### src/sbx_pkg.sv
// Purpose: Shared constants for the clock-synthesizer settings register bank
// Assumes: 32-bit register port, word addressed by byte address
// Notes:   Offsets are local choices; field layouts follow the hardware
`default_nettype none
package sbx_pkg;
    localparam int unsigned AW = 8;
    localparam int unsigned DW = 32;
    // Register byte addresses
    localparam logic [7:0] OFF_SYSDIV   = 8'h00;
    localparam logic [7:0] OFF_BIAS     = 8'h04;
    localparam logic [7:0] OFF_XO       = 8'h08;
    localparam logic [7:0] OFF_IRQ_STS  = 8'h0c;
    localparam logic [7:0] OFF_IRQ_MASK = 8'h10;
    localparam logic [7:0] OFF_CAL_CTRL = 8'h14;
    // System divider field
    localparam int unsigned DIV_W     = 5;
    localparam logic [4:0]  DIV_RST   = 5'h0c;
    localparam logic [4:0]  DIV_MIN   = 5'h0a;
    localparam logic [4:0]  DIV_MAX   = 5'h0f;
    // Bias status fields
    localparam int unsigned B_DONE    = 0;
    localparam int unsigned B_FAIL    = 1;
    localparam int unsigned B_CODE_LO = 2;
    localparam int unsigned B_EFF_LO  = 5;
    localparam int unsigned B_CMP     = 8;
    localparam int unsigned CODE_W    = 3;
    // Oscillator config fields
    localparam int unsigned X_CIN_LO  = 0;
    localparam int unsigned X_R76_LO  = 6;
    localparam int unsigned X_COUT_LO = 8;
    localparam int unsigned X_GAIN_LO = 14;
    localparam int unsigned X_REG_ON  = 16;
    localparam int unsigned X_SPR_LO  = 17;
    localparam int unsigned CAP_W     = 6;
    localparam logic [5:0]  CAP_RST   = 6'h1f;
    localparam logic [5:0]  CAP_MAX   = 6'h2f;
    localparam logic [1:0]  GAIN_RST  = 2'h1;
    localparam logic        REGON_RST = 1'h1;
    // Interrupt bits
    localparam int unsigned IRQ_W     = 3;
    localparam int unsigned I_DONE    = 0;
    localparam int unsigned I_FAIL    = 1;
    localparam int unsigned I_BADWR   = 2;
endpackage : sbx_pkg
`default_nettype wire

### src/sbx_regs.sv
// Purpose: Settings bank: system divider, bias status, oscillator config
// Assumes: Single clock, strobed register port, read data one cycle later
// Notes:   Out-of-range codes are refused and flagged, old value kept
`timescale 1ns/1ps
`default_nettype none
module sbx_regs (
    input  wire logic        clock,
    input  wire logic        nrst,
    input  wire logic [7:0]  addr,
    input  wire logic [31:0] wdata,
    input  wire logic        wr_stb,
    input  wire logic        rd_stb,
    output logic      [31:0] rdata,
    input  wire logic        cal_done_in,
    input  wire logic        cal_fail_in,
    input  wire logic [2:0]  cal_code_in,
    input  wire logic [2:0]  cal_eff_in,
    input  wire logic        cal_cmp_in,
    output logic             cal_start,
    output logic      [4:0]  sys_div,
    output logic             osc_regulator_on,
    output logic      [1:0]  osc_gain_boost,
    output logic      [5:0]  osc_cap_out,
    output logic      [5:0]  osc_cap_in,
    output logic      [1:0]  osc_spare_bits,
    output logic             irq
);
    logic [4:0]  div_r;
    logic        regon_r;
    logic [1:0]  gain_r;
    logic [5:0]  cout_r;
    logic [5:0]  cin_r;
    logic [1:0]  r76_r;
    logic [1:0]  spare_r;
    logic [2:0]  ists_r;
    logic [2:0]  imask_r;
    logic [2:0]  ists_nxt;
    logic [31:0] rdata_r;
    logic [31:0] rd_nxt;
    logic        start_r;

    logic        done_q;
    logic        fail_q;
    logic [2:0]  code_q;
    logic [2:0]  eff_q;
    logic        done_rise;

    sbx_cal_latch u_latch (
        .clock       (clock),
        .nrst        (nrst),
        .cal_done_in (cal_done_in),
        .cal_fail_in (cal_fail_in),
        .cal_code_in (cal_code_in),
        .cal_eff_in  (cal_eff_in),
        .done_r      (done_q),
        .fail_r      (fail_q),
        .code_r      (code_q),
        .eff_r       (eff_q),
        .done_rise   (done_rise)
    );

    function automatic logic cap_ok(input logic [5:0] c);
        cap_ok = (c <= sbx_pkg::CAP_MAX);
    endfunction : cap_ok

    // One range test shared by the write gate and the divider checks
    function automatic logic div_legal(input logic [4:0] d);
        div_legal = (d >= sbx_pkg::DIV_MIN) && (d <= sbx_pkg::DIV_MAX);
    endfunction : div_legal

    // Address decode
    wire hit_div  = (addr == sbx_pkg::OFF_SYSDIV);
    wire hit_bias = (addr == sbx_pkg::OFF_BIAS);
    wire hit_xo   = (addr == sbx_pkg::OFF_XO);
    wire hit_ists = (addr == sbx_pkg::OFF_IRQ_STS);
    wire hit_imsk = (addr == sbx_pkg::OFF_IRQ_MASK);
    wire hit_ctl  = (addr == sbx_pkg::OFF_CAL_CTRL);

    // Write value checks
    wire [4:0] wdiv  = wdata[sbx_pkg::DIV_W-1:0];
    wire [5:0] wcout = wdata[sbx_pkg::X_COUT_LO +: sbx_pkg::CAP_W];
    wire [5:0] wcin  = wdata[sbx_pkg::X_CIN_LO +: sbx_pkg::CAP_W];
    wire [1:0] wgain = wdata[sbx_pkg::X_GAIN_LO +: 2];
    wire [1:0] wr76  = wdata[sbx_pkg::X_R76_LO +: 2];
    wire [1:0] wspr  = wdata[sbx_pkg::X_SPR_LO +: 2];
    wire       wregon = wdata[sbx_pkg::X_REG_ON];
    // Refusing a bad code keeps the synthesizer on a known setting
    wire div_ok = div_legal(wdiv);
    wire div_we = wr_stb & hit_div & div_ok;
    wire xo_ok  = cap_ok(wcout) & cap_ok(wcin);
    wire xo_we  = wr_stb & hit_xo & xo_ok;
    wire bad_wr = wr_stb & ((hit_div & ~div_ok) | (hit_xo & ~xo_ok));

    // Sticky events: set wins over write-one-to-clear
    wire [2:0] ev;
    assign ev[sbx_pkg::I_DONE]  = done_rise & ~cal_fail_in;
    assign ev[sbx_pkg::I_FAIL]  = done_rise & cal_fail_in;
    assign ev[sbx_pkg::I_BADWR] = bad_wr;
    wire [2:0] iclr = (wr_stb & hit_ists) ? wdata[2:0] : 3'h0;
    assign ists_nxt = (ists_r & ~iclr) | ev;

    // Status word: zero-filled reserved bits
    wire [31:0] bias_word = {23'h0, cal_cmp_in,
                             eff_q,
                             code_q,
                             fail_q,
                             done_q};
    wire [31:0] xo_word = {13'h0, spare_r, regon_r, gain_r, cout_r,
                           r76_r, cin_r};

    always_comb begin
        rd_nxt = 32'h0;
        if (rd_stb) begin
            unique case (1'b1)
                hit_div:  rd_nxt = {27'h0, div_r};
                hit_bias: rd_nxt = bias_word;
                hit_xo:   rd_nxt = xo_word;
                hit_ists: rd_nxt = {29'h0, ists_r};
                hit_imsk: rd_nxt = {29'h0, imask_r};
                default:  rd_nxt = 32'h0;
            endcase
        end
    end

    always_ff @(posedge clock or negedge nrst) begin
        if (!nrst) begin
            div_r <= sbx_pkg::DIV_RST;
        end else if (div_we) begin
            div_r <= wdiv;
        end
    end

    // One short block per field keeps each reset value beside its store
    always_ff @(posedge clock or negedge nrst) begin
        if (!nrst) begin
            regon_r <= sbx_pkg::REGON_RST;
        end else if (xo_we) begin
            regon_r <= wregon;
        end
    end

    always_ff @(posedge clock or negedge nrst) begin
        if (!nrst) begin
            gain_r <= sbx_pkg::GAIN_RST;
        end else if (xo_we) begin
            gain_r <= wgain;
        end
    end

    always_ff @(posedge clock or negedge nrst) begin
        if (!nrst) begin
            cout_r <= sbx_pkg::CAP_RST;
        end else if (xo_we) begin
            cout_r <= wcout;
        end
    end

    always_ff @(posedge clock or negedge nrst) begin
        if (!nrst) begin
            cin_r <= sbx_pkg::CAP_RST;
        end else if (xo_we) begin
            cin_r <= wcin;
        end
    end

    always_ff @(posedge clock or negedge nrst) begin
        if (!nrst) begin
            r76_r <= 2'h0;
        end else if (xo_we) begin
            r76_r <= wr76;
        end
    end

    always_ff @(posedge clock or negedge nrst) begin
        if (!nrst) begin
            spare_r <= 2'h0;
        end else if (xo_we) begin
            spare_r <= wspr;
        end
    end

    always_ff @(posedge clock or negedge nrst) begin
        if (!nrst) begin
            ists_r <= 3'h0;
        end else begin
            ists_r <= ists_nxt;
        end
    end

    always_ff @(posedge clock or negedge nrst) begin
        if (!nrst) begin
            imask_r <= 3'h0;
        end else if (wr_stb & hit_imsk) begin
            imask_r <= wdata[sbx_pkg::IRQ_W-1:0];
        end
    end

    // Zero outside the answer cycle, so a late sample never sees stale data
    always_ff @(posedge clock or negedge nrst) begin
        if (!nrst) begin
            rdata_r <= 32'h0;
        end else begin
            rdata_r <= rd_nxt;
        end
    end

    always_ff @(posedge clock or negedge nrst) begin
        if (!nrst) begin
            start_r <= 1'b0;
        end else begin
            start_r <= wr_stb & hit_ctl & wdata[0];
        end
    end

    assign rdata            = rdata_r;
    assign cal_start        = start_r;
    assign sys_div          = div_r;
    assign osc_regulator_on = regon_r;
    assign osc_gain_boost   = gain_r;
    assign osc_cap_out      = cout_r;
    assign osc_cap_in       = cin_r;
    assign osc_spare_bits   = spare_r;
    assign irq              = |(ists_r & imask_r);

    chk_div_range: assert property (@(posedge clock) disable iff (!nrst)
        div_legal(div_r))
        else $error("divider out of range");
    chk_div_refuse: assert property (@(posedge clock) disable iff (!nrst)
        (wr_stb && hit_div && !div_ok) |=> $stable(div_r))
        else $error("bad divider accepted");
    chk_cap_limit: assert property (@(posedge clock) disable iff (!nrst)
        cout_r <= sbx_pkg::CAP_MAX && cin_r <= sbx_pkg::CAP_MAX)
        else $error("cap code reserved");
    chk_cmp_raw: assert property (@(posedge clock) disable iff (!nrst)
        (rd_stb && hit_bias) |=> rdata[sbx_pkg::B_CMP] == $past(cal_cmp_in))
        else $error("comparator not raw");
    chk_status_zero: assert property (@(posedge clock) disable iff (!nrst)
        !done_q |-> (!fail_q && code_q == 3'h0 && eff_q == 3'h0))
        else $error("status nonzero while running");
    chk_done_load: assert property (@(posedge clock) disable iff (!nrst)
        done_rise |=> done_q && code_q == $past(cal_code_in)
                      && eff_q == $past(cal_eff_in)
                      && fail_q == $past(cal_fail_in))
        else $error("results not loaded");
    chk_bias_read: assert property (@(posedge clock) disable iff (!nrst)
        (rd_stb && hit_bias) |=> rdata[15:9] == 7'h0
                      && rdata[0] == $past(done_q))
        else $error("bias word wrong");
    chk_xo_write: assert property (@(posedge clock) disable iff (!nrst)
        xo_we |=> regon_r == $past(wdata[16])
                  && gain_r == $past(wdata[15:14]))
        else $error("xo write lost");
    chk_irq_sticky: assert property (@(posedge clock) disable iff (!nrst)
        (bad_wr) |=> ists_r[sbx_pkg::I_BADWR])
        else $error("event lost");
    // Store, read-back and event checks
    chk_div_accept: assert property (@(posedge clock) disable iff (!nrst)
        div_we |=> div_r == $past(wdata[4:0]))
        else $error("legal divider lost");
    chk_div_hold: assert property (@(posedge clock) disable iff (!nrst)
        !div_we |=> $stable(div_r))
        else $error("divider changed unasked");
    chk_div_read: assert property (@(posedge clock) disable iff (!nrst)
        (rd_stb && hit_div) |=> rdata == {27'h0, $past(div_r)})
        else $error("divider read wrong");
    chk_xo_refuse: assert property (@(posedge clock) disable iff (!nrst)
        (wr_stb && hit_xo && !xo_ok) |=> $stable(cout_r) && $stable(cin_r)
                  && $stable(regon_r) && $stable(gain_r))
        else $error("reserved cap code taken");
    chk_xo_caps: assert property (@(posedge clock) disable iff (!nrst)
        xo_we |=> cout_r == $past(wdata[13:8])
                  && cin_r == $past(wdata[5:0]))
        else $error("cap write lost");
    chk_xo_spare: assert property (@(posedge clock) disable iff (!nrst)
        xo_we |=> spare_r == $past(wdata[18:17])
                  && r76_r == $past(wdata[7:6]))
        else $error("spare write lost");
    chk_xo_hold: assert property (@(posedge clock) disable iff (!nrst)
        !xo_we |=> $stable(regon_r) && $stable(gain_r)
                   && $stable(cout_r) && $stable(cin_r)
                   && $stable(r76_r) && $stable(spare_r))
        else $error("xo changed unasked");
    chk_xo_read: assert property (@(posedge clock) disable iff (!nrst)
        (rd_stb && hit_xo) |=> rdata[31:19] == 13'h0
                  && rdata[16] == $past(regon_r)
                  && rdata[13:8] == $past(cout_r)
                  && rdata[5:0] == $past(cin_r))
        else $error("xo read wrong");
    chk_gain_read: assert property (@(posedge clock) disable iff (!nrst)
        (rd_stb && hit_xo) |=> rdata[15:14] == $past(gain_r)
                  && rdata[18:17] == $past(spare_r)
                  && rdata[7:6] == $past(r76_r))
        else $error("gain read wrong");
    chk_rdata_idle: assert property (@(posedge clock) disable iff (!nrst)
        !rd_stb |=> rdata == 32'h0)
        else $error("read data outside answer");
    chk_unmapped_read: assert property (@(posedge clock) disable iff (!nrst)
        (rd_stb && !(hit_div || hit_bias || hit_xo || hit_ists || hit_imsk))
        |=> rdata == 32'h0)
        else $error("unmapped read nonzero");
    chk_ctl_read: assert property (@(posedge clock) disable iff (!nrst)
        (rd_stb && hit_ctl) |=> rdata == 32'h0)
        else $error("start register read nonzero");
    chk_bias_fields: assert property (@(posedge clock) disable iff (!nrst)
        (rd_stb && hit_bias) |=> rdata[7:5] == $past(eff_q)
                  && rdata[4:2] == $past(code_q)
                  && rdata[1] == $past(fail_q) && rdata[31:16] == 16'h0)
        else $error("bias fields wrong");
    chk_results_hold: assert property (@(posedge clock) disable iff (!nrst)
        (done_q && cal_done_in) |=> done_q && $stable(fail_q)
                  && $stable(code_q) && $stable(eff_q))
        else $error("results moved while done");
    chk_recal_clear: assert property (@(posedge clock) disable iff (!nrst)
        !cal_done_in |=> !done_q)
        else $error("done kept while running");
    chk_done_source: assert property (@(posedge clock) disable iff (!nrst)
        $rose(done_q) |-> $past(cal_done_in))
        else $error("done without engine");
    chk_pass_event: assert property (@(posedge clock) disable iff (!nrst)
        (done_rise && !cal_fail_in) |=> ists_r[sbx_pkg::I_DONE])
        else $error("pass event lost");
    chk_fail_event: assert property (@(posedge clock) disable iff (!nrst)
        (done_rise && cal_fail_in) |=> ists_r[sbx_pkg::I_FAIL])
        else $error("fail event lost");
    chk_ists_clear: assert property (@(posedge clock) disable iff (!nrst)
        (wr_stb && hit_ists && wdata[2]) |=> !ists_r[sbx_pkg::I_BADWR])
        else $error("refusal flag not cleared");
    chk_badwr_xo: assert property (@(posedge clock) disable iff (!nrst)
        (wr_stb && hit_xo && !xo_ok) |=> ists_r[sbx_pkg::I_BADWR])
        else $error("cap refusal not flagged");
    chk_imask_write: assert property (@(posedge clock) disable iff (!nrst)
        (wr_stb && hit_imsk) |=> imask_r == $past(wdata[2:0]))
        else $error("mask write lost");
    chk_imask_hold: assert property (@(posedge clock) disable iff (!nrst)
        !(wr_stb && hit_imsk) |=> $stable(imask_r))
        else $error("mask changed unasked");
    chk_start_pulse: assert property (@(posedge clock) disable iff (!nrst)
        (wr_stb && hit_ctl && wdata[0]) |=> cal_start)
        else $error("start pulse missing");
    chk_start_quiet: assert property (@(posedge clock) disable iff (!nrst)
        !(wr_stb && hit_ctl) |=> !cal_start)
        else $error("start pulse unasked");
    chk_fail_needs_done: assert property (@(posedge clock) disable iff (!nrst)
        fail_q |-> done_q)
        else $error("fail shown while running");
endmodule : sbx_regs
`default_nettype wire

### src/sbx_cal_latch.sv
// Purpose: Holds calibration results, released only at completion
// Assumes: Calibration engine gives a done level and result codes
// Notes:   Results stay zero until done rises, then load together
`timescale 1ns/1ps
`default_nettype none
module sbx_cal_latch (
    input  wire logic       clock,
    input  wire logic       nrst,
    input  wire logic       cal_done_in,
    input  wire logic       cal_fail_in,
    input  wire logic [2:0] cal_code_in,
    input  wire logic [2:0] cal_eff_in,
    output logic            done_r,
    output logic            fail_r,
    output logic [2:0]      code_r,
    output logic [2:0]      eff_r,
    output logic            done_rise
);
    wire load = cal_done_in & ~done_r;
    assign done_rise = load;
    always_ff @(posedge clock or negedge nrst) begin
        if (!nrst) begin
            done_r <= 1'b0;
            fail_r <= 1'b0;
            code_r <= 3'h0;
            eff_r  <= 3'h0;
        end else if (load) begin
            done_r <= 1'b1;
            fail_r <= cal_fail_in;
            code_r <= cal_code_in;
            eff_r  <= cal_eff_in;
        end else if (!cal_done_in) begin // Recalibration clears results
            done_r <= 1'b0;
            fail_r <= 1'b0;
            code_r <= 3'h0;
            eff_r  <= 3'h0;
        end
    end
endmodule : sbx_cal_latch
`default_nettype wire

### config.mk
export PLATFORM = sky130hd
export DESIGN_NAME = sbx_regs
export DESIGN_NICKNAME = d
export VERILOG_FILES = /design/src/sbx_pkg.sv /design/src/sbx_regs.sv /design/src/sbx_cal_latch.sv
export SDC_FILE = /design/constraint.sdc
export NUM_CORES = 1
export LEC_CHECK = 0
export BUFFER_PORTS_ARGS = -buffer_cell sky130_fd_sc_hd__clkbuf_2
export CAP_MARGIN = 0
export CORE_UTILIZATION = 35
export CTS_BUF_LIST = sky130_fd_sc_hd__clkbuf_4
export DETAILED_ROUTE_END_ITERATION = 7
export PLACE_DENSITY = 0.74
export SLEW_MARGIN = 20
export SYNTH_ARGS = -nofsm -noshare
export SYNTH_HDL_FRONTEND = slang
export SYNTH_SLANG_ARGS = --single-unit
### constraint.sdc
create_clock -name clock -period 3.73 [get_ports clock]
set_clock_uncertainty 0.2 [all_clocks]
set_input_delay 0.5595 -clock clock [delete_from_list [all_inputs] [get_ports clock]]
set_output_delay 0.5595 -clock clock [all_outputs]
set_load 0.01 [all_outputs]
==> key figures, run 1 <==
Pwr
  – Cell Pwr Density: between 400 and 500 nW/µm²
  – VDD IR-drop max: roughly 0.00024 V
  – Leakage: 1.697 nW

Route
  – Starting DRT DRC Count: 81
  – Routed WL per cell: 14.05 µm
  – DR vias: 1,764
  – DRT Pass-1 Iters: 4
  – Final ANT Viol Nets: 0
  – # DRC: 0
  – DR vias/cell: 4.594
  – Final WL: about 5.4 mm

Setup path
  – Crit Path Category: reg -> out
  – Startpoint types: register
  – Crit. End Element: output pin
  – Crit path largest cell delay: 0.42 ns
  – Required @ worst endpoint: slightly below 3 ns
  – R2r setup slk: 2.41 ns
  – Worst path bufs/invs: 2
  – CP max stage cell: dfrtp_1
  – Highest net fanout along the worst path: 3
  – CP top delay family: flip-flops
  – Worst path cell trace: a222oi_1, inv_1, clkbuf_2
  – CP arrival: ~1.4 ns

Clocking
  – CTS tree: built
  – CTS clock-pin slew for the worst setup and hold paths: 0.10 ns
  – CTS buffer count: 9
  – H-tree depth: 3
  – Clock root buffer: clkbuf_4
  – Worst-case clock buffer depth: 2
  – Clock Latency Late Sink: 0.39 ns
  – Post-CTS Resized: 0
  – Num Clock Sinks: 58

Status
  – Outcome: finished clean

Die
  – Num rows: 30
  – CORE AREA: 6982 µm²
  – Die Wd: 87.98 µm
  – Full die area: 7740 µm²
  – Num ports: 109
  – Chip height: 87.98 µm
  – Initial core utilization: between 30% and 40%

Place
  – Port buffer count: 82
  – GPL Wtd Cong: 0.9040
  – DP HPWL: about 4.0 mm

Layout
  – Fill count: 691
  – Multi-input logic area: 983.4 µm²
  – Nets: approximately 340
  – Share of cells above drive strength 1: 50.69%
  – Syn-to-layout area delta: 24.66%
  – Fin util: about 46%
  – FF/Latch Area: 1469 µm²
  – N_diodes: 0

Timing
  – Max_slew headroom: 64.15%
  – Pins Over Slew Limit: 0
  – Post-layout minimum cycle time: about 2.1 ns
  – Final hold violation count: 0
  – Final worst path period share: 56.91%
  – RSZ-0062 raised after global routing: no
  – Setup TNS Final: 0 ns
  – Endpoints failing setup: 0
  – F_max: 471.1 MHz
  – Slew @ Worst Pin: 0.5377 ns

GRT
  – Largest net degree at the start of global routing: 46
  – Vias in the first global route: 1,842
  – All-Layer GR Usage: 15.30%
  – Initial antenna violation count: 0
  – Total grt overflow: 0
  – First-pass GRT wire length: 8.611 mm

Hold path
  – Worst Hold Class: in -> reg

Synth
  – Mapped Cells: 199
  – Distinct cells, synth: 36
  – Post-Syn Area: ~2600 µm²
  – Yosys reg bits: slightly below 60
  – Syn. warnings: 0
  – Post-synthesis sequential area ratio: 56.77%
  – Synthesized area per cell: ~13 µm²

Job
  – Max_cap viols: 0
sequential cells by signal, summed over array words and instances, names as in the netlist:
signal            count
cal_start             1
u_latch.done_r        1
osc_cap_in            6
ists_r                3
osc_regulator_on      1
imask_r               3
u_latch.code_r        3
u_latch.fail_r        1
r76_r                 2
u_latch.eff_r         3
osc_spare_bits        2
osc_cap_out           6
rdata                19
sys_div               5
osc_gain_boost        2
cell type report:
type                            instances  area share [%]
Clock inverter                          6           3.995
Inverter                                3          0.3491
Sequential cell                        58           45.54
Timing Repair Buffer                   85           13.58
Clock buffer                           10           2.327
Tap cell                               96           3.724
Multi-Input combinational cell        126           30.49
cells by family after synthesis:
logic type / Yosys count / share of synthesized area (%)
compound gates: 18 / 5.223
buf+inv: 27 / 6.963
flops: 58 / 56.77
mux: 40 / 18.13
other cells: 1 / 0.1449
simple gates: 55 / 12.77
power by group:
group	leakage [nW]	switching (mW)	total [mW]	internal, mW
Clock	0.108	0.224	0.636	0.412
Combinational	0.849	0.0566	0.103	0.0463
Sequential	0.740	0.0126	0.660	0.647
per-layer routing:
layer | vias to the layer above | wire (µm) | global-route usage (%)
li1 | 836 | - | -
met1 | 852 | 2292 | 18.04
met2 | 72 | 2661 | 24.59
met3 | 4 | 417 | 6.975
met4 | 0 | 25 | 5.514
met5 | - | 0 | 0
Yosys cell counts:
library cell  number  area (µm²)
mux2_4            10       150.1
buf_2              2       10.01
o32ai_1            3       26.28
a21oi_1            5       25.02
and2_1            10       62.56
nand4b_2           1       15.01
buf_12             1       20.02
nor3b_2            1       12.51
or2_2              2       12.51
dfrtp_1           44        1101
mux2i_1           15       150.1
nor2b_1           12       75.07
mux2_2            15       168.9
nor2_1            14       52.55
buf_4             14       105.1
and2b_2            1       8.760
nand4b_1           1       8.760
nand4_1            4       25.02
o2bb2ai_1          1       8.760
and4_1             1       8.760
nand2_1            2       7.510
clkbuf_1           5       18.77
nor2_2             2       12.51
nor2b_2            1       8.760
nand2b_1           1       6.260
dfstp_2           14       367.9
and3_1             1       6.260
buf_6              1       11.26
a222oi_1           1       10.01
conb_1             1       3.750
a32o_1             2       20.02
nand3b_1           1       7.510
a22oi_1            5       37.54
buf_1              1       3.750
o211ai_1           1       7.510
inv_1              3       11.26
worst paths after layout:
path / from / to / cells after the start
worst min register to register: osc_cap_out[5] / rdata[13] / 1
worst max-delay path: ists_r[2] / irq / 3
worst max register to register: sys_div[2] / rdata[2] / 4
worst min-delay path: wdata[17] / osc_spare_bits[0] / 2
max in group asynchronous: nrst / osc_cap_in[1] / 3
min in group asynchronous: nrst / rdata[10] / 2
through the flow:
step / worst slack [ns] / instances / total power [mW] / instance area (µm²) / hold WS (ns)
3_3_place_gp: 1.495 / 367 / 0.7722 / 3009 / 0.2804
5_1_grt: 1.523 / 384 / 1.465 / 3226 / 0.1563
2_1_floorplan: 1.749 / 211 / 0.7318 / 2633 / 0.06391
3_5_place_dp: 1.474 / 367 / 0.7752 / 3009 / 0.2825
6_report: 1.607 / 384 / 1.399 / 3226 / 0.1871
4_1_cts: 1.567 / 383 / 1.417 / 3213 / 0.1583
placed cells by master, fill, tap and decap left out, types with 2 or more instances in the layout:
cell and n:
nand4_1 4, mux2i_1 15, conb_1 13, mux2_4 10
dfstp_2 14, mux2_2 15, nand2_1 2, or2_2 2
nor2b_1 12, clkbuf_4 10, clkbuf_2 81, buf_4 3
o32ai_1 3, nor2_2 2, inv_1 3, a32o_1 2
nor2_1 14, dfrtp_1 44, a21oi_1 5, bufinv_16 4
and2_1 10, a22oi_1 5
timing repair:
action                    CTS  global route
hold buffers                0             1
hold endpoints to repair    0            37
buffers inserted            0             0
Power figures use the tool's default switching activity.
==> run 2: changes to the inputs <==
==> constraint.sdc (replaced) <==
create_clock -name clock -period 2.1 [get_ports clock]
set_clock_uncertainty 0.2 [all_clocks]
set_input_delay 0.315 -clock clock [delete_from_list [all_inputs] [get_ports clock]]
set_output_delay 0.315 -clock clock [all_outputs]
set_load 0.01 [all_outputs]
==> run 2 against run 1 <==
Compared with the run above: via count increased by 6.7%; critical path depth increased by 3; count of clock-buffer cells in the layout unchanged; first-iteration DRC count decreased by 15%; sequential power increased by 77%; flip-flop and latch count unchanged; cell count increased by 8.3%; utilization increased by 4.4 points; critical endpoint is now osc_gain_boost[1].
==> key figures, run 2 (same netlist as run 1, synthesis figures left out) <==
Layout
  – Fill count: 663
  – Most frequent cells in the layout: clkbuf_2 (82), dfrtp_1 (44), dlygate4sd3_1 (29)
  – Syn-to-layout area delta: 36.61%
  – Non-filler cells, final: 416
  – Commonest non-fill, non-tap cell in the layout: clkbuf_2
  – Nets: 368
  – Max reg flops: 19
  – Share of cells above drive strength 1: 46.56%
  – N_diodes: 0

Setup path
  – Required @ worst endpoint: approximately 2.2 ns
  – Crit path from: wdata[4]
  – Worst path cell trace: dlygate4sd3_1, clkbuf_2, a22oi_1, nand4b_2, buf_12, mux2_4
  – Crit. End Element: register
  – Crit path largest cell delay: 0.54 ns
  – R2r setup slk: around 0.77 ns
  – Worst reg2reg path endpoint: rdata[2]
  – Highest net fanout along the worst path: 16
  – CP arrival: 2.12 ns
  – Startpoint types: primary input
  – Crit Path Category: in -> reg
  – Worst r2r src: sys_div[2]
  – CP max stage cell: dlygate4sd3_1
  – Worst R2R Path Depth: 4

Clocking
  – Clock root buffer: clkbuf_4
  – Post-CTS Resized: 0
  – CTS clock-pin slew for the worst setup and hold paths: ~0.10 ns
  – CTS tree: built
  – Hold buffers post-CTS: 29
  – H-tree depth: 3
  – CTS buffer count: 9
  – Setup repair bufs after CTS: 0
  – Clock Latency Late Sink: 0.39 ns
  – Worst-case clock buffer depth: 2
  – Num Clock Sinks: 58

Route
  – Final WL: around 5.6 mm
  – DR vias/cell: 4.524
  – DRT Pass-1 Iters: 4
  – DR vias: 1,882
  – Starting DRT DRC Count: 69
  – Final ANT Viol Nets: 0
  – # DRC: 0
  – Routed WL per cell: 13.50 µm

Timing
  – Final hold violation count: 0
  – Setup TNS Final: 0 ns
  – F_max: 489.6 MHz
  – Final worst path period share: between 90% and 100%
  – Endpoints failing setup: 0
  – Hold WS: 0.04204 ns
  – Post-layout minimum cycle time: 2.042 ns
  – RSZ-0062 raised after global routing: no
  – Pins Over Slew Limit: 0

Die
  – Chip height: 87.98 µm
  – CORE AREA: ~7000 µm²
  – Full die area: 7740 µm²
  – Initial core utilization: 37.06%
  – Num ports: 109
  – Num rows: 30
  – Die Wd: 87.98 µm

Hold path
  – Worst Hold Class: in -> reg
  – Hold Path Stages: 2
  – Worst hold start: wdata[2]
  – Hold endpoint: imask_r[2]

Status
  – Outcome: finished clean

Pwr
  – Leakage: between 1.5 and 2 nW
  – Cell Pwr Density: 681.9 nW/µm²
  – VDD IR-drop max: 0.0003063 V

Place
  – DP HPWL: between 3 and 4 mm
  – GPL Wtd Cong: 0.8388
  – Placed cells: ~370
  – Port buffer count: 82

Job
  – Max_cap viols: 0

GRT
  – Largest net degree at the start of global routing: 59
  – All-Layer GR Usage: ~16%
  – Total grt overflow: 0
  – First-pass GRT wire length: 9.108 mm
  – Vias in the first global route: 1,963
  – Initial antenna violation count: 0
## run 2: cell types whose count changed in the layout (fill, tap and decap cells not counted), sizes merged
cell         change
clkinvlp         +1
buf              +3
clkbuf           +1
bufinv           -1
dlygate4sd3     +28
## run 2: how the worst max path moves through the flow
stage / end / slack (ns)
after floorplan: osc_gain_boost[1] / 0.36
after detailed placement: osc_gain_boost[1] / 0.22
after CTS: osc_gain_boost[1] / 0.12
final: osc_gain_boost[1] / 0.06
after global routing: osc_gain_boost[1] / 0.01
after global placement: osc_gain_boost[1] / 0.23
## run 2: cell type report
type,count,area [µm²],area share (%)
Clock buffer,10,75.07,2.124
Clock inverter,6,105.1,2.973
Inverter,3,11.26,0.3186
Multi-Input combinational cell,126,983.4,27.82
Sequential cell,58,1469,41.56
Tap cell,96,120.1,3.398
Timing Repair Buffer,117,770.7,21.81
## run 2: where the power goes
part	switching (mW)	internal [mW]	total (mW)
combinational	0.110	0.120	0.230
clock	0.400	0.609	1.01
sequential	0.0226	1.15	1.17
total	0.532	1.88	2.41
## run 2: worst max-delay path, delay by kind of cell
family          cells  cell delay [ns]
compound gates      1             0.30
buf+inv             3             0.92
mux                 1             0.29
simple gates        1             0.28
## run 2: stage by stage
stage                     power, mW  instance area, µm²  setup WS [ns]  utilization [%]
after CTS                     2.447                3535         0.1176            50.63
after global placement        1.379                3064         0.2275            43.89
after global routing          2.523                3535        0.01315            50.63
final                         2.410                3535        0.05755            50.63
after detailed placement      1.383                3064         0.2206            43.89
after floorplan               1.300                2633         0.3633                -
## run 2: layer usage
| layer | global-route usage [%] | vias up | routed length [µm] |
|---|---|---|---|
| met5 | 0 | - | 0 |
| met1 | 19.92 | 908 | 2580 |
| met3 | 3.864 | 10 | 258 |
| met2 | 25.93 | 66 | 2667 |
| li1 | - | 898 | - |
| met4 | 8.048 | 0 | 112 |
==> run 3: changes to the inputs <==
--- a/config.mk
+++ b/config.mk
@@ -14,4 +14,5 @@
 export SLEW_MARGIN = 20
 export SYNTH_ARGS = -nofsm -noshare
 export SYNTH_HDL_FRONTEND = slang
+export SYNTH_HIERARCHICAL = 1
 export SYNTH_SLANG_ARGS = --single-unit
==> run 3 against run 2 <==
Compared with the run above: register-to-register slack worse by 0.06 ns; clock power down 24%; count of clock-buffer cells in the layout up 1; synthesized cell count down 1.0%; non-clock buffer count up 2; final area down 1.3%; power down 9.8%; hold slack worse by 0.0080 ns; die area down 1.2%; first-iteration DRC count down 5.8%; wire length up 4.5%; via count up 1.5%.
==> key figures, run 3 <==
Die
  – Die Wd: 87.46 µm
  – Initial core utilization: ~37%
  – Chip height: about 90 µm
  – Num ports: 109
  – Full die area: 7649 µm²
  – CORE AREA: 6907 µm²
  – Num rows: 30

Synth
  – Main area contributors after synthesis: dfrtp_1 (43%), dfstp_2 (14%), mux2_2 (13%), buf_4 (3.8%), mux2i_1 (3.5%)
  – Yosys reg bits: 58
  – Mapped Cells: 197
  – Top-count cell post-synth: dfrtp_1
  – Area leader, netlist: dfrtp_1
  – Top cells by count, synth: dfrtp_1 (44), mux2_2 (29), dfstp_2 (14), buf_4 (13), and2_1 (11)
  – FFs w/ async S/R, synth: 100.0%
  – Synthesized area per cell: between 10 and 15 µm²
  – Top cell type's share of synthesized area: 43.07%
  – Distinct cells, synth: 35
  – Most common flop cell mapped by yosys: dfrtp_1
  – Post-Syn Area: approximately 2600 µm²
  – EDFF count, synth: 0
  – Syn. warnings: 6
  – Post-synthesis sequential area ratio: 57.46%

Timing
  – Final worst path period share: between 90% and 100%
  – Hold WS: about 0.034 ns
  – F_max: 508.1 MHz
  – Pins Over Slew Limit: 0
  – Post-layout minimum cycle time: 1.968 ns
  – Final hold violation count: 0
  – RSZ-0062 raised after global routing: yes
  – Endpoints failing setup: 0
  – Setup TNS Final: 0 ns

Layout
  – Fill count: 645
  – Multi-input logic area: 977.2 µm²
  – Nets: 371
  – Syn-to-layout area delta: 36.47%
  – Share of cells above drive strength 1: ~48%
  – Commonest non-fill, non-tap cell in the layout: clkbuf_2
  – Max reg flops: 19
  – Most frequent cells in the layout: clkbuf_2 (82), dfrtp_1 (44), mux2_2 (29)
  – N_diodes: 0
  – FF/Latch Area: 1469 µm²

Clocking
  – Num Clock Sinks: between 50 and 60
  – H-tree depth: 3
  – CTS tree: built
  – Clock Latency Late Sink: about 0.40 ns
  – CTS buffer count: 9
  – CTS clock-pin slew for the worst setup and hold paths: 0.09 ns
  – Clock root buffer: clkbuf_4
  – Worst-case clock buffer depth: 2
  – Setup repair bufs after CTS: 0

Pwr
  – NetSw: 0.5276 mW
  – Clk network pwr share: 35.4%
  – Flop pwr share: a little over half
  – VDD IR-drop max: ~0.00019 V
  – Combinational share of power: 10.7%
  – Sw frac: 24.25%
  – Total Power: 2.175 mW
  – Cell Pwr Density: 623.6 nW/µm²
  – Leakage: 1.755 nW
  – Cell Int Power: 1.648 mW

Route
  – DRT Pass-1 Iters: 4
  – Routed WL per cell: 14.00 µm
  – Final ANT Viol Nets: 0
  – Starting DRT DRC Count: 65
  – DR vias/cell: 4.561
  – # DRC: 0
  – DR vias: 1,911
  – Final WL: 5.868 mm

GRT
  – Total grt overflow: 0
  – Initial antenna violation count: 0
  – Largest net degree at the start of global routing: 59
  – Vias in the first global route: 1,919
  – First-pass GRT wire length: between 9 and 10 mm
  – All-Layer GR Usage: approximately 16%

Job
  – Max_cap viols: 0

Setup path
  – Required @ worst endpoint: 2.22 ns
  – CP max stage cell: dlygate4sd3_1
  – Crit. End Element: register
  – Highest net fanout along the worst path: 7
  – Worst path cell trace: dlygate4sd3_1, clkbuf_2, a22oi_1, nand2_1, nor4_4, buf_4, mux2_2
  – Startpoint types: primary input
  – CP arrival: 2.09 ns
  – Crit path largest cell delay: 0.55 ns
  – Crit Path Category: in -> reg

Status
  – Outcome: finished clean

Place
  – DP HPWL: 4.055 mm
  – GPL Wtd Cong: 0.8633
  – Port buffer count: approximately 80

Hold path
  – Worst Hold Class: in -> reg
run 3: cell count changes after synthesis, moves of 4 or more:
cell | before | now
o21ai_0 | 0 | 4
mux2i_1 | 15 | 9
nor2_1 | 14 | 7
mux2_2 | 15 | 29
mux2_4 | 10 | 0
nor3_1 | 0 | 5
a22oi_1 | 5 | 1
nand2_1 | 2 | 6
run 3: final timing paths:
| check | depth (start not counted) | to | startpoint | slack (ns) |
|---|---|---|---|---|
| max | 7 | osc_cap_out[4] | wdata[13] | 0.13 |
| min | 3 | rdata[1] | rd_stb | 0.03 |
| max reg2reg | 3 | rdata[0] | u_latch/done_r | 0.71 |
| min reg2reg | 1 | rdata[13] | osc_cap_out[5] | 0.32 |
| max in group asynchronous | 3 | osc_cap_in[0] | nrst | 1.15 |
| min in group asynchronous | 3 | rdata[9] | nrst | 0.25 |
run 3: critical path, delay by kind of cell:
kind	cells	cell delay (ns)
buf+inv	3	0.90
simple gates	2	0.35
mux	1	0.34
compound gates	1	0.18
run 3: per-stage QoR:
step	cell area, µm²	setup slack [ns]	std cells	util, %
6_report	3488	0.1319	419	50.51
5_1_grt	3488	-0.009218	419	50.51
4_1_cts	3488	0.1433	419	50.51
3_5_place_dp	3088	0.03085	376	44.71
3_3_place_gp	3088	0.05261	376	44.71
2_1_floorplan	2601	0.06929	209	-
run 3: kinds of logic after synthesis:
group / count (synthesis) / share of synthesized area [%]
flops: 58 / 57.46
simple gates: 54 / 13.41
buf+inv: 24 / 6.069
compound gates: 21 / 5.727
mux: 39 / 17.18
other cells: 1 / 0.1467
run 3: repair_timing:
action / 4_1_cts / 5_1_grt
gates resized for setup: 0 / 0
setup endpoints to repair: 0 / 4
endpoints found under the hold margin: 85 / 0
hold buffers: 27 / 0
run 3: final cells by class:
| type | count | area share, % |
|---|---|---|
| multi-input combinational | 127 | 28.01 |
| sequential | 58 | 42.11 |
| clock inverter | 5 | 1.363 |
| timing repair buffer | 119 | 22.38 |
| tap | 96 | 3.443 |
| clock buffer | 11 | 2.367 |
| inverter | 3 | 0.3228 |
run 3: power by group through the flow:
stage | logic (mW) | registers, mW | clock network [mW]
global route | 0.256 | 1.18 | 0.840
floorplan | 0.107 | 1.19 | 0
detailed placement | 0.193 | 1.19 | 0
CTS | 0.233 | 1.17 | 0.792
global placement | 0.189 | 1.19 | 0
finish | 0.232 | 1.17 | 0.770
run 3: metal layers:
metal / GRT usage (%) / share of wire (%) / up-vias
li1: - / - / 911
met4: 8.793 / 2.0 / 0
met3: 4.455 / 5.0 / 12
met2: 26.56 / 50 / 65
met5: 0 / 0 / -
met1: 19.98 / 43 / 923
